File: src/csb_pkg.sv
// Constants and types shared by the clocked serial buffer control
package csb_pkg;

  //----------------------------------------------------------------
  // Register map
  //----------------------------------------------------------------
  localparam int unsigned AW         = 12;       // Address width
  localparam logic [11:0] BUF_BASE   = 12'h0f90; // First buffer byte
  localparam logic [11:0] BUF_LAST   = 12'h0f97; // Last buffer byte
  localparam logic [11:0] CTRL_ONE   = 12'h0f98; // Control one, write only
  localparam logic [11:0] CTRL_TWO   = 12'h0f99; // Control two, write side
  localparam logic [11:0] STATE_REG  = 12'h0f99; // Status, read side
  localparam logic [11:0] IRQ_STAT   = 12'h0fa0; // Sticky event bits
  localparam logic [11:0] IRQ_EN     = 12'h0fa1; // Event enables
  localparam logic [11:0] IRQ_CLR    = 12'h0fa2; // Write one to clear
  localparam logic [7:0]  CTRL_RESET = 8'h00;    // Control reset value

  //----------------------------------------------------------------
  // Field positions
  //----------------------------------------------------------------
  localparam int unsigned GO_BIT    = 7; // Start / stop
  localparam int unsigned ABORT_BIT = 6; // Abort request
  localparam int unsigned MODE_LO   = 3; // Mode field low bit
  localparam int unsigned CLK_LO    = 0; // Clock field low bit
  localparam int unsigned WAIT_LO   = 3; // Wait field low bit
  localparam int unsigned WORDS_LO  = 0; // Word count low bit
  localparam int unsigned EV_DONE   = 0; // Transfer complete event
  localparam int unsigned EV_ABORT  = 1; // Abort finished event

  //----------------------------------------------------------------
  // Codes and timing
  //----------------------------------------------------------------
  localparam logic [2:0] MODE_TX8  = 3'h0; // 8-bit transmit
  localparam logic [2:0] MODE_TX4  = 3'h2; // 4-bit transmit
  localparam logic [2:0] MODE_TRX8 = 3'h4; // 8-bit transmit/receive
  localparam logic [2:0] MODE_RX8  = 3'h5; // 8-bit receive
  localparam logic [2:0] MODE_RX4  = 3'h6; // 4-bit receive
  localparam logic [2:0] CLK_SLOW  = 3'h0; // Slowest divider code
  localparam logic [2:0] CLK_RSVD  = 3'h6; // Reserved clock code
  localparam logic [2:0] CLK_EXT   = 3'h7; // External clock pin
  localparam logic [3:0] LF_EXP    = 4'h5; // Low-frequency divide power
  localparam logic [3:0] DIV_EXP [0:7] = '{4'hd, 4'h8, 4'h7, 4'h6,
                                           4'h5, 4'h4, 4'h1, 4'h1};
  localparam logic [2:0] LAST_BIT8  = 3'h7; // Last bit of a byte
  localparam logic [2:0] LAST_BIT4  = 3'h3; // Last bit of a nibble
  localparam logic [7:0] HALF_WORD  = 8'h10; // Half periods per word

  //----------------------------------------------------------------
  // Types
  //----------------------------------------------------------------
  typedef enum logic [1:0] {
    ST_IDLE  = 2'b00,
    ST_SHIFT = 2'b01,
    ST_WAIT  = 2'b10
  } phase_t;

  typedef struct packed {
    logic [AW-1:0] addr;  // Register address
    logic [7:0]    wdata; // Write data
    logic          wr;    // Write strobe
    logic          rd;    // Read strobe
  } bus_req_t;

endpackage

File: src/clocked_serial_buffer_control.sv
// Clocked serial buffer control: registers, shift engine, interrupt
`timescale 1ns/1ps
`default_nettype none

// Functional notes
// RQ1: Eight-byte buffer shared by transmit and receive
// RQ2: Up to eight words per operation, unattended
// RQ3: Interrupt once programmed word count completes
// RQ4: Wait after words, internal clock 8-bit receive
// RQ5: Start bit starts; clearing it stops transfer
// RQ6: Abort bit stops transfer and clears itself
// RQ7: Mode field selects five transfer modes
// RQ8: Clock field selects divider or external pin
// RQ9: Software sets abort, clears start when reconfiguring
// RQ10: Control one write-only, resets to zero
// RQ11: Only data out, data in, shift clock
// RQ12: Transmit on falling edge, receive on rising
// RQ13: LSB first; nibble modes zero upper half
// RQ14: Word count one to eight, lowest first
// RQ15: Active flag falls at end or abort
module clocked_serial_buffer_control
  import csb_pkg::*;
(
  input  wire logic     sys_clk,            // System clock
  input  wire logic     resetn,             // Synchronous reset, low
  input  wire bus_req_t bus_req,            // Register request
  output logic [7:0]    bus_rdata,          // Read data, next cycle
  input  wire logic     sdi,                // Serial data in pin
  output logic          sdo,                // Serial data out pin
  input  wire logic     sck_in,             // Shift clock pin level
  output logic          sck_out,            // Shift clock driven level
  output logic          sck_oe_n,           // Shift clock enable, low
  input  wire logic     lf_clk,             // Low-frequency clock
  input  wire logic     divider_tap_option, // Low-frequency tap select
  input  wire logic     low_speed_mode,     // Slow or sleep mode
  output logic          transfer_done_irq,  // Interrupt level
  output logic          transfer_active_flag // Transfer in process
);

  //----------------------------------------------------------------
  // State
  //----------------------------------------------------------------
  typedef struct packed {
    logic            go;       // Start / stop bit
    logic            abort;    // Abort request bit
    logic [2:0]      mode;     // Transfer mode
    logic [2:0]      clk_sel;  // Shift clock select
    logic [1:0]      wait_sel; // Wait length
    logic [2:0]      words;    // Word count minus one
    logic [7:0][7:0] buffer;   // Data buffer area
    phase_t          phase;    // Engine phase
    logic [2:0]      word;     // Current word index
    logic [2:0]      bitn;     // Current bit index
    logic [7:0]      shreg;    // Receive shifter
    logic [11:0]     div;      // Divider counter
    logic [6:0]      wait_cnt; // Wait half periods left
    logic            sck;      // Internal shift clock level
    logic            sdo;      // Serial output level
    logic [2:0]      sck_sync; // Clock pin synchroniser
    logic [1:0]      sdi_sync; // Data pin synchroniser
    logic [2:0]      lf_sync;  // Low clock synchroniser
    logic [1:0]      irq_stat; // Sticky events
    logic [1:0]      irq_en;   // Event enables
    logic [7:0]      rdata;    // Read data register
  } state_t;

  state_t     st;        // Registered state
  state_t     next_st;   // Next state
  logic       int_clk;   // Internal clock selected
  logic       lf_sel;    // Low-frequency source in use
  logic       tick;      // Divider advance
  logic [11:0] limit;    // Half period minus one
  logic       fall_ev;   // Shift clock falling edge
  logic       rise_ev;   // Shift clock rising edge
  logic       store_ev;  // Received word stored
  logic       end_ev;    // Transfer terminates
  logic       start_ok;  // Start accepted
  logic       nib;       // Nibble mode
  logic [7:0] rx_word;   // Assembled receive value
  logic [1:0] irq_set;   // Events this cycle

  //----------------------------------------------------------------
  // Decoders
  //----------------------------------------------------------------
  // Half period count for a clock code
  function automatic logic [11:0] half_limit(input logic [2:0] code,
                                             input logic lf);
    logic [3:0] e;
    e = lf ? LF_EXP : DIV_EXP[code];
    return 12'((13'h1 << (e - 4'h1)) - 13'h1);
  endfunction

  // Wait half periods for a wait code, minus one
  function automatic logic [6:0] wait_load(input logic [1:0] w);
    logic [7:0] n;
    n = (8'h1 << w) - 8'h1;
    return 7'(n * HALF_WORD - 8'h1);
  endfunction

  // Mode codes that move data out
  function automatic logic is_tx(input logic [2:0] m);
    return (m == MODE_TX8) || (m == MODE_TX4) || (m == MODE_TRX8);
  endfunction

  // Mode codes that move data in
  function automatic logic is_rx(input logic [2:0] m);
    return (m == MODE_TRX8) || (m == MODE_RX8) || (m == MODE_RX4);
  endfunction

  //----------------------------------------------------------------
  // Next-state logic
  //----------------------------------------------------------------
  // Bus access, shift engine and events
  always_comb begin
    next_st  = st;
    irq_set  = 2'h0;
    fall_ev  = 1'b0;
    rise_ev  = 1'b0;
    store_ev = 1'b0;
    end_ev   = 1'b0;
    start_ok = 1'b0;
    // Pin synchronisers, first stage read only by second
    next_st.sck_sync = {st.sck_sync[1:0], sck_in};
    next_st.sdi_sync = {st.sdi_sync[0], sdi};
    next_st.lf_sync  = {st.lf_sync[1:0], lf_clk};
    // Clock source choice
    int_clk = (st.clk_sel != CLK_EXT) && (st.clk_sel != CLK_RSVD); // [RQ8]
    lf_sel  = (st.clk_sel == CLK_SLOW) &&
              (divider_tap_option || low_speed_mode); // [RQ8]
    tick    = lf_sel ? (st.lf_sync[1] & ~st.lf_sync[2]) : 1'b1;
    limit   = half_limit(st.clk_sel, lf_sel); // [RQ8]
    nib     = (st.mode == MODE_TX4) || (st.mode == MODE_RX4);
    rx_word = {st.sdi_sync[1], st.shreg[7:1]};

    // Register writes
    if (bus_req.wr) begin
      if (bus_req.addr >= BUF_BASE && bus_req.addr <= BUF_LAST) begin
        next_st.buffer[bus_req.addr[2:0]] = bus_req.wdata; // [RQ1]
      end else if (bus_req.addr == CTRL_ONE) begin
        next_st.go      = bus_req.wdata[GO_BIT];
        next_st.abort   = bus_req.wdata[ABORT_BIT];
        next_st.mode    = bus_req.wdata[MODE_LO +: 3]; // [RQ7]
        next_st.clk_sel = bus_req.wdata[CLK_LO +: 3];
        // Start from idle with a legal setup
        start_ok = bus_req.wdata[GO_BIT] && !bus_req.wdata[ABORT_BIT] &&
                   !st.abort && (st.phase == ST_IDLE) &&
                   (is_tx(bus_req.wdata[MODE_LO +: 3]) ||
                    is_rx(bus_req.wdata[MODE_LO +: 3])) &&
                   (bus_req.wdata[CLK_LO +: 3] != CLK_RSVD); // [RQ5] [RQ9]
      end else if (bus_req.addr == CTRL_TWO) begin
        next_st.wait_sel = bus_req.wdata[WAIT_LO +: 2];
        next_st.words    = bus_req.wdata[WORDS_LO +: 3]; // [RQ14]
      end else if (bus_req.addr == IRQ_EN) begin
        next_st.irq_en = bus_req.wdata[1:0];
      end
    end

    // Divider and external edges
    if (st.phase != ST_IDLE) begin
      if (int_clk) begin
        if (tick) begin
          if (st.div == limit) begin
            next_st.div = 12'h000;
            if (st.phase == ST_WAIT) begin
              // Clock held high between words
              if (st.wait_cnt == 7'h00) begin
                next_st.phase = ST_SHIFT; // [RQ4]
              end else begin
                next_st.wait_cnt = st.wait_cnt - 7'h01;
              end
            end else begin
              next_st.sck = ~st.sck;
              fall_ev     = st.sck;
              rise_ev     = ~st.sck;
            end
          end else begin
            next_st.div = st.div + 12'h001;
          end
        end
      end else if (st.phase == ST_SHIFT) begin
        // Edges from the second and third stages only
        fall_ev = st.sck_sync[2] & ~st.sck_sync[1];
        rise_ev = st.sck_sync[1] & ~st.sck_sync[2];
      end
    end

    // Output bit on falling edge, LSB first
    if (fall_ev && is_tx(st.mode)) begin
      next_st.sdo = st.buffer[st.word][st.bitn]; // [RQ12] [RQ13]
    end

    // Sample on rising edge
    if (rise_ev) begin
      next_st.shreg = rx_word; // [RQ12]
      if (st.bitn == (nib ? LAST_BIT4 : LAST_BIT8)) begin
        if (is_rx(st.mode)) begin
          store_ev = 1'b1;
          next_st.buffer[st.word] = nib ? {4'h0, rx_word[7:4]} : rx_word; // [RQ13]
        end
        next_st.bitn = 3'h0;
        if (st.word == st.words || !st.go) begin
          // Count reached, or stop bit cleared mid-transfer
          end_ev        = 1'b1;
          next_st.phase = ST_IDLE; // [RQ5] [RQ15]
          irq_set[EV_DONE] = (st.word == st.words); // [RQ3]
        end else begin
          next_st.word = st.word + 3'h1; // [RQ2] [RQ14]
          if (int_clk && st.wait_sel != 2'h0 && !nib && is_rx(st.mode)) begin
            next_st.phase    = ST_WAIT; // [RQ4]
            next_st.wait_cnt = wait_load(st.wait_sel);
            next_st.div      = 12'h000;
          end
        end
      end else begin
        next_st.bitn = st.bitn + 3'h1;
      end
    end

    // Start a new transfer at word zero
    if (start_ok) begin
      next_st.phase = ST_SHIFT; // [RQ5]
      next_st.word  = 3'h0;     // [RQ14]
      next_st.bitn  = 3'h0;
      next_st.div   = 12'h000;
      next_st.sck   = 1'b1;
    end

    // Abort wins over everything, then clears itself
    if (st.abort) begin
      next_st.abort = 1'b0; // [RQ6]
      next_st.phase = ST_IDLE; // [RQ15]
      next_st.sck   = 1'b1;
      next_st.bitn  = 3'h0;
      irq_set[EV_ABORT] = 1'b1;
    end

    // Sticky events, set wins over clear
    if (bus_req.wr && bus_req.addr == IRQ_CLR) begin
      next_st.irq_stat = st.irq_stat & ~bus_req.wdata[1:0];
    end
    next_st.irq_stat = next_st.irq_stat | irq_set;

    // Read data, control one reads as zero
    next_st.rdata = 8'h00;
    if (bus_req.rd) begin
      if (bus_req.addr >= BUF_BASE && bus_req.addr <= BUF_LAST) begin
        next_st.rdata = st.buffer[bus_req.addr[2:0]];
      end else if (bus_req.addr == STATE_REG) begin
        next_st.rdata = {st.phase != ST_IDLE, st.phase == ST_SHIFT, 6'h00};
      end else if (bus_req.addr == IRQ_STAT) begin
        next_st.rdata = {6'h00, st.irq_stat};
      end else if (bus_req.addr == IRQ_EN) begin
        next_st.rdata = {6'h00, st.irq_en};
      end
    end
  end

  //----------------------------------------------------------------
  // State register
  //----------------------------------------------------------------
  // Synchronous reset, all control zero
  always_ff @(posedge sys_clk) begin
    if (!resetn) begin
      st          <= '0; // [RQ10]
      st.mode     <= CTRL_RESET[MODE_LO +: 3];
      st.clk_sel  <= CTRL_RESET[CLK_LO +: 3];
      st.phase    <= ST_IDLE;
      st.sck      <= 1'b1;
      st.sdo      <= 1'b1;
      st.sck_sync <= 3'h7;
    end else begin
      st <= next_st;
    end
  end

  //----------------------------------------------------------------
  // Outputs
  //----------------------------------------------------------------
  // Three pins only toward the peripheral
  assign sdo                  = st.sdo; // [RQ11]
  assign sck_out              = st.sck;
  assign sck_oe_n             = ~int_clk;
  assign bus_rdata            = st.rdata;
  assign transfer_active_flag = (st.phase != ST_IDLE);
  assign transfer_done_irq    = |(st.irq_stat & st.irq_en);
endmodule

`default_nettype wire

File: config.mk
export PLATFORM = sky130hd
export DESIGN_NAME = clocked_serial_buffer_control
export DESIGN_NICKNAME = d
export VERILOG_FILES = /design/src/csb_pkg.sv /design/src/clocked_serial_buffer_control.sv
export SDC_FILE = /design/constraint.sdc
export NUM_CORES = 1
export LEC_CHECK = 0
export BUFFER_PORTS_ARGS = -buffer_cell sky130_fd_sc_hd__buf_2
export CAP_MARGIN = 20
export CORE_UTILIZATION = 62
export DETAILED_ROUTE_END_ITERATION = 10
export PLACE_DENSITY_LB_ADDON = 0.2
export SLEW_MARGIN = 20
export SYNTH_ARGS = -nofsm -noshare
export SYNTH_HDL_FRONTEND = slang
export SYNTH_SLANG_ARGS = --single-unit
File: constraint.sdc
create_clock -name sys_clk -period 3 [get_ports sys_clk]
set_clock_uncertainty 0.1 [all_clocks]
set_input_delay 0.6 -clock sys_clk [delete_from_list [all_inputs] [get_ports sys_clk]]
set_output_delay 0.6 -clock sys_clk [all_outputs]
set_load 0.01 [all_outputs]
==> results.yml <==
run_status:
  status: "completed"
setup_path:
  cp.buffers_inverters: 1
  max_stage_delay_ns: 0.61
  start_kind: "flip-flop"
  reg2reg_depth: 7
  setup.worst_path.class: "reg -> reg"
  critical_path.top_delay_family: "simple AND/OR/NAND/NOR gates"
  cp.required_ns: 3.19
  arrival_ns: 2.97
  startpoint: "st[53]"
  cp-end-kind: "flip-flop"
  crit_chain: "buf_4 > and2_0 > a22oi_1 > a221oi_1 > a2111oi_0 > nor4_1 > a32oi_1"
  rrSetupSlack_ns: 0.22
  r2r-end: "sdo"
  cp_max_fo: 21
  crit_path_top_delay_cell: "dfxtp_1"
  worstReg2RegStart: "st[53]"
logic_synthesis:
  synth.avg_cell_area_um2: 9.57
  synth_edf_count: 0
  ys_seq_area_share_pct: 32.8
  synth.distinct_cells: 85
  async_flop_share_pct: 0
  ys_seq_elements: 133
  syn_inst: 848
  syn-cell-area_mm2: 0.00811
  synth_flop_cell: "dfxtp_1"
  yosysWarnings: 0
  synth_fp_nets: 884
cells_and_area:
  nNetsFinal: 920
  layout_commonest_cell: "dfxtp_1"
  drive_above_1_share_pct: 24.6
  most-common-layout-cells: "dfxtp_1 (133), nand2_1 (117), mux2i_1 (105), mux2_2 (62), buf_2 (41)"
  antenna_cells: 0
  multi_input_area_mm2: 0.00509
  synthToLayoutAreaGrowth_pct: 13.3
  ff_latch_area_mm2: 0.00266
  fin_area_mm2: 0.00920
  nFillCells: 959
die:
  dieWidth_um: 116
  core_area_mm2: 0.0127
  rows: 41
  die_area_mm2: 0.0135
  num_io_pins: 42
  start_util_pct: 64.0
  die_h_um: 116
sta:
  tightest_slew_ns: 0.747
  tns_ns: 0
  max_freq_ghz: 0.360
  fin_crit_sh_pct: 92.6
  slew_headroom_pct: 50.0
  final_hold_viol_count: 0
  rsz0062_at_grt: "no"
  setup-violations-final: 0
  fin_crit_ns: 2.78
  drv_slew: 0
place:
  gp_routability_congestion: 0.945
  dpl_cell_area_mm2: 0.00859
  hpwlAfterDp_mm: 16.3
  io_buffer_count: 41
cts:
  clk_pin_slew_ns: 0.06
  cts_buffer_depth: 2
  cts-root-buf: "clkbuf_16"
  numCtsBuffers: 17
  cts_sinks: 133
  clock_latency_ns: 0.43
  cts_max_level: 4
  ctsResizeCount: 0
  post_cts_buffers: 0
  cts_tree: "built"
  cts-hold-fix-buffers: 0
route:
  drc: 0
  postRouteAntennaNets: 0
  routed_via_density: 6.58
  drtPass1Iterations: 5
  totalWireLength_mm: 23.6
  drt_iter0_drc: 833
  wire_per_inst_um: 22.1
  vias: 7029
worst_hold_path:
  hp-class: "in -> reg"
  timing.hold.worst_endpoint: "next_st[18]"
  hold_depth: 2
  min-delay-start: "sck_in"
job:
  max_cap_violations: 0
power:
  p_leak_uw: 0.00372
  p_per_area_mw_per_mm2: 443
  ir_drop_mv: 0.463
global_routing:
  globalRouteOverflowTotal: 0
  grt_first_pass_wirelength_mm: 36.5
  grt_pass1_vias: 6551
  grt_max_degree: 93
  antenna_found_initial: 0
  track_usage_pct: 36.5
==> cell type report <==
class                   instances  share of cell area (%)
clock buffers                  20                    4.86
clock inverters                12                    1.69
inverters                      15                   0.612
multi-input cells             636                    55.4
flip-flops and latches        133                    29.0
well taps                     172                    2.34
repair buffers                 81                    6.18
==> sequential cells by signal, indices dropped and copies added, names as in the netlist <==
register	flops
next_st	5
st	110
sdo	1
sck_out	1
bus_rdata	8
rx_word	8
==> worst reg2reg max path: stages, from the launching register on <==
cell and delay, ns:
dfxtp_1 0.61, buf_4 0.36, and2_0 0.34, a22oi_1 0.14, a221oi_1 0.32, a2111oi_0 0.16, nor4_1 0.52, a32oi_1 0.11
==> report_power, final <==
group	switching [uW]	total (uW)	internal, uW	leakage, uW
sequential	1.84	1770	1770	0.00107
clock	807	2130	1330	0.000290
combinational	110	164	54.0	0.00236
==> worst max-delay path by stage <==
| stage | to | slack, ns | depth (start not counted) |
|---|---|---|---|
| after CTS | st[108] | 0.30 | 6 |
| after global placement | st[93] | 0.19 | 7 |
| after global routing | sdo | 0.08 | 7 |
| after detailed placement | st[90] | 0.12 | 7 |
| after floorplan | st[33] | 0.36 | 7 |
| final | sdo | 0.22 | 7 |
==> metal layers <==
layer	global-route usage (%)	part of all wire, %
met5	0	0
met4	14.4	2.9
met3	9.60	9.7
met2	53.5	43
met1	51.0	44
==> Yosys cell counts, types with 5 or more instances <==
cell type,number,share of area [%]
clkbuf_1,39,1.8
ha_1,7,1.1
buf_1,5,0.23
mux4_2,21,5.8
xnor2_1,8,0.86
nor3_1,13,0.80
and3_1,5,0.39
dfxtp_1,133,33
a21oi_1,21,1.3
or4_1,5,0.46
nand2b_1,14,1.1
mux2i_1,105,13
mux2_2,62,8.6
o31ai_1,6,0.56
nor2b_1,10,0.77
a31oi_1,8,0.62
inv_1,14,0.65
buf_4,10,0.93
o21ai_1,11,0.68
nor3b_1,7,0.65
xor2_1,7,0.76
nand3b_1,6,0.56
and4_1,5,0.54
nand4_1,11,0.85
nand3_1,26,1.6
nand2_1,117,5.4
nor4_1,10,0.77
nor2_1,37,1.7
and2_1,9,0.69
a221oi_1,5,0.54
buf_2,8,0.49
o21ai_0,10,0.62
==> kinds of logic after synthesis <==
family                     Yosys count  synth area share [%]
muxes                              194                  28.3
AOI/OAI and AO/OA                  113                  11.4
and+or+nand+nor                    307                  20.3
adders and majority gates            7                  1.08
xor gates and xnor gates            15                  1.62
DFF                                133                  32.8
buffers and inverters               79                  4.43
==> per-stage QoR <==
stage                     worst slack [ns]  util (%)  cells  total power [uW]  hold WS (ns)
after floorplan                      0.359         -    848              1910         0.286
after global placement               0.192      67.8   1037              1970         0.290
after detailed placement             0.125      67.8   1037              1970         0.298
after CTS                            0.304      72.6   1069              4080         0.248
after global routing                0.0763      72.6   1069              4170         0.251
final                                0.221      72.6   1069              4070         0.256
(Power assumes the default switching activity.)
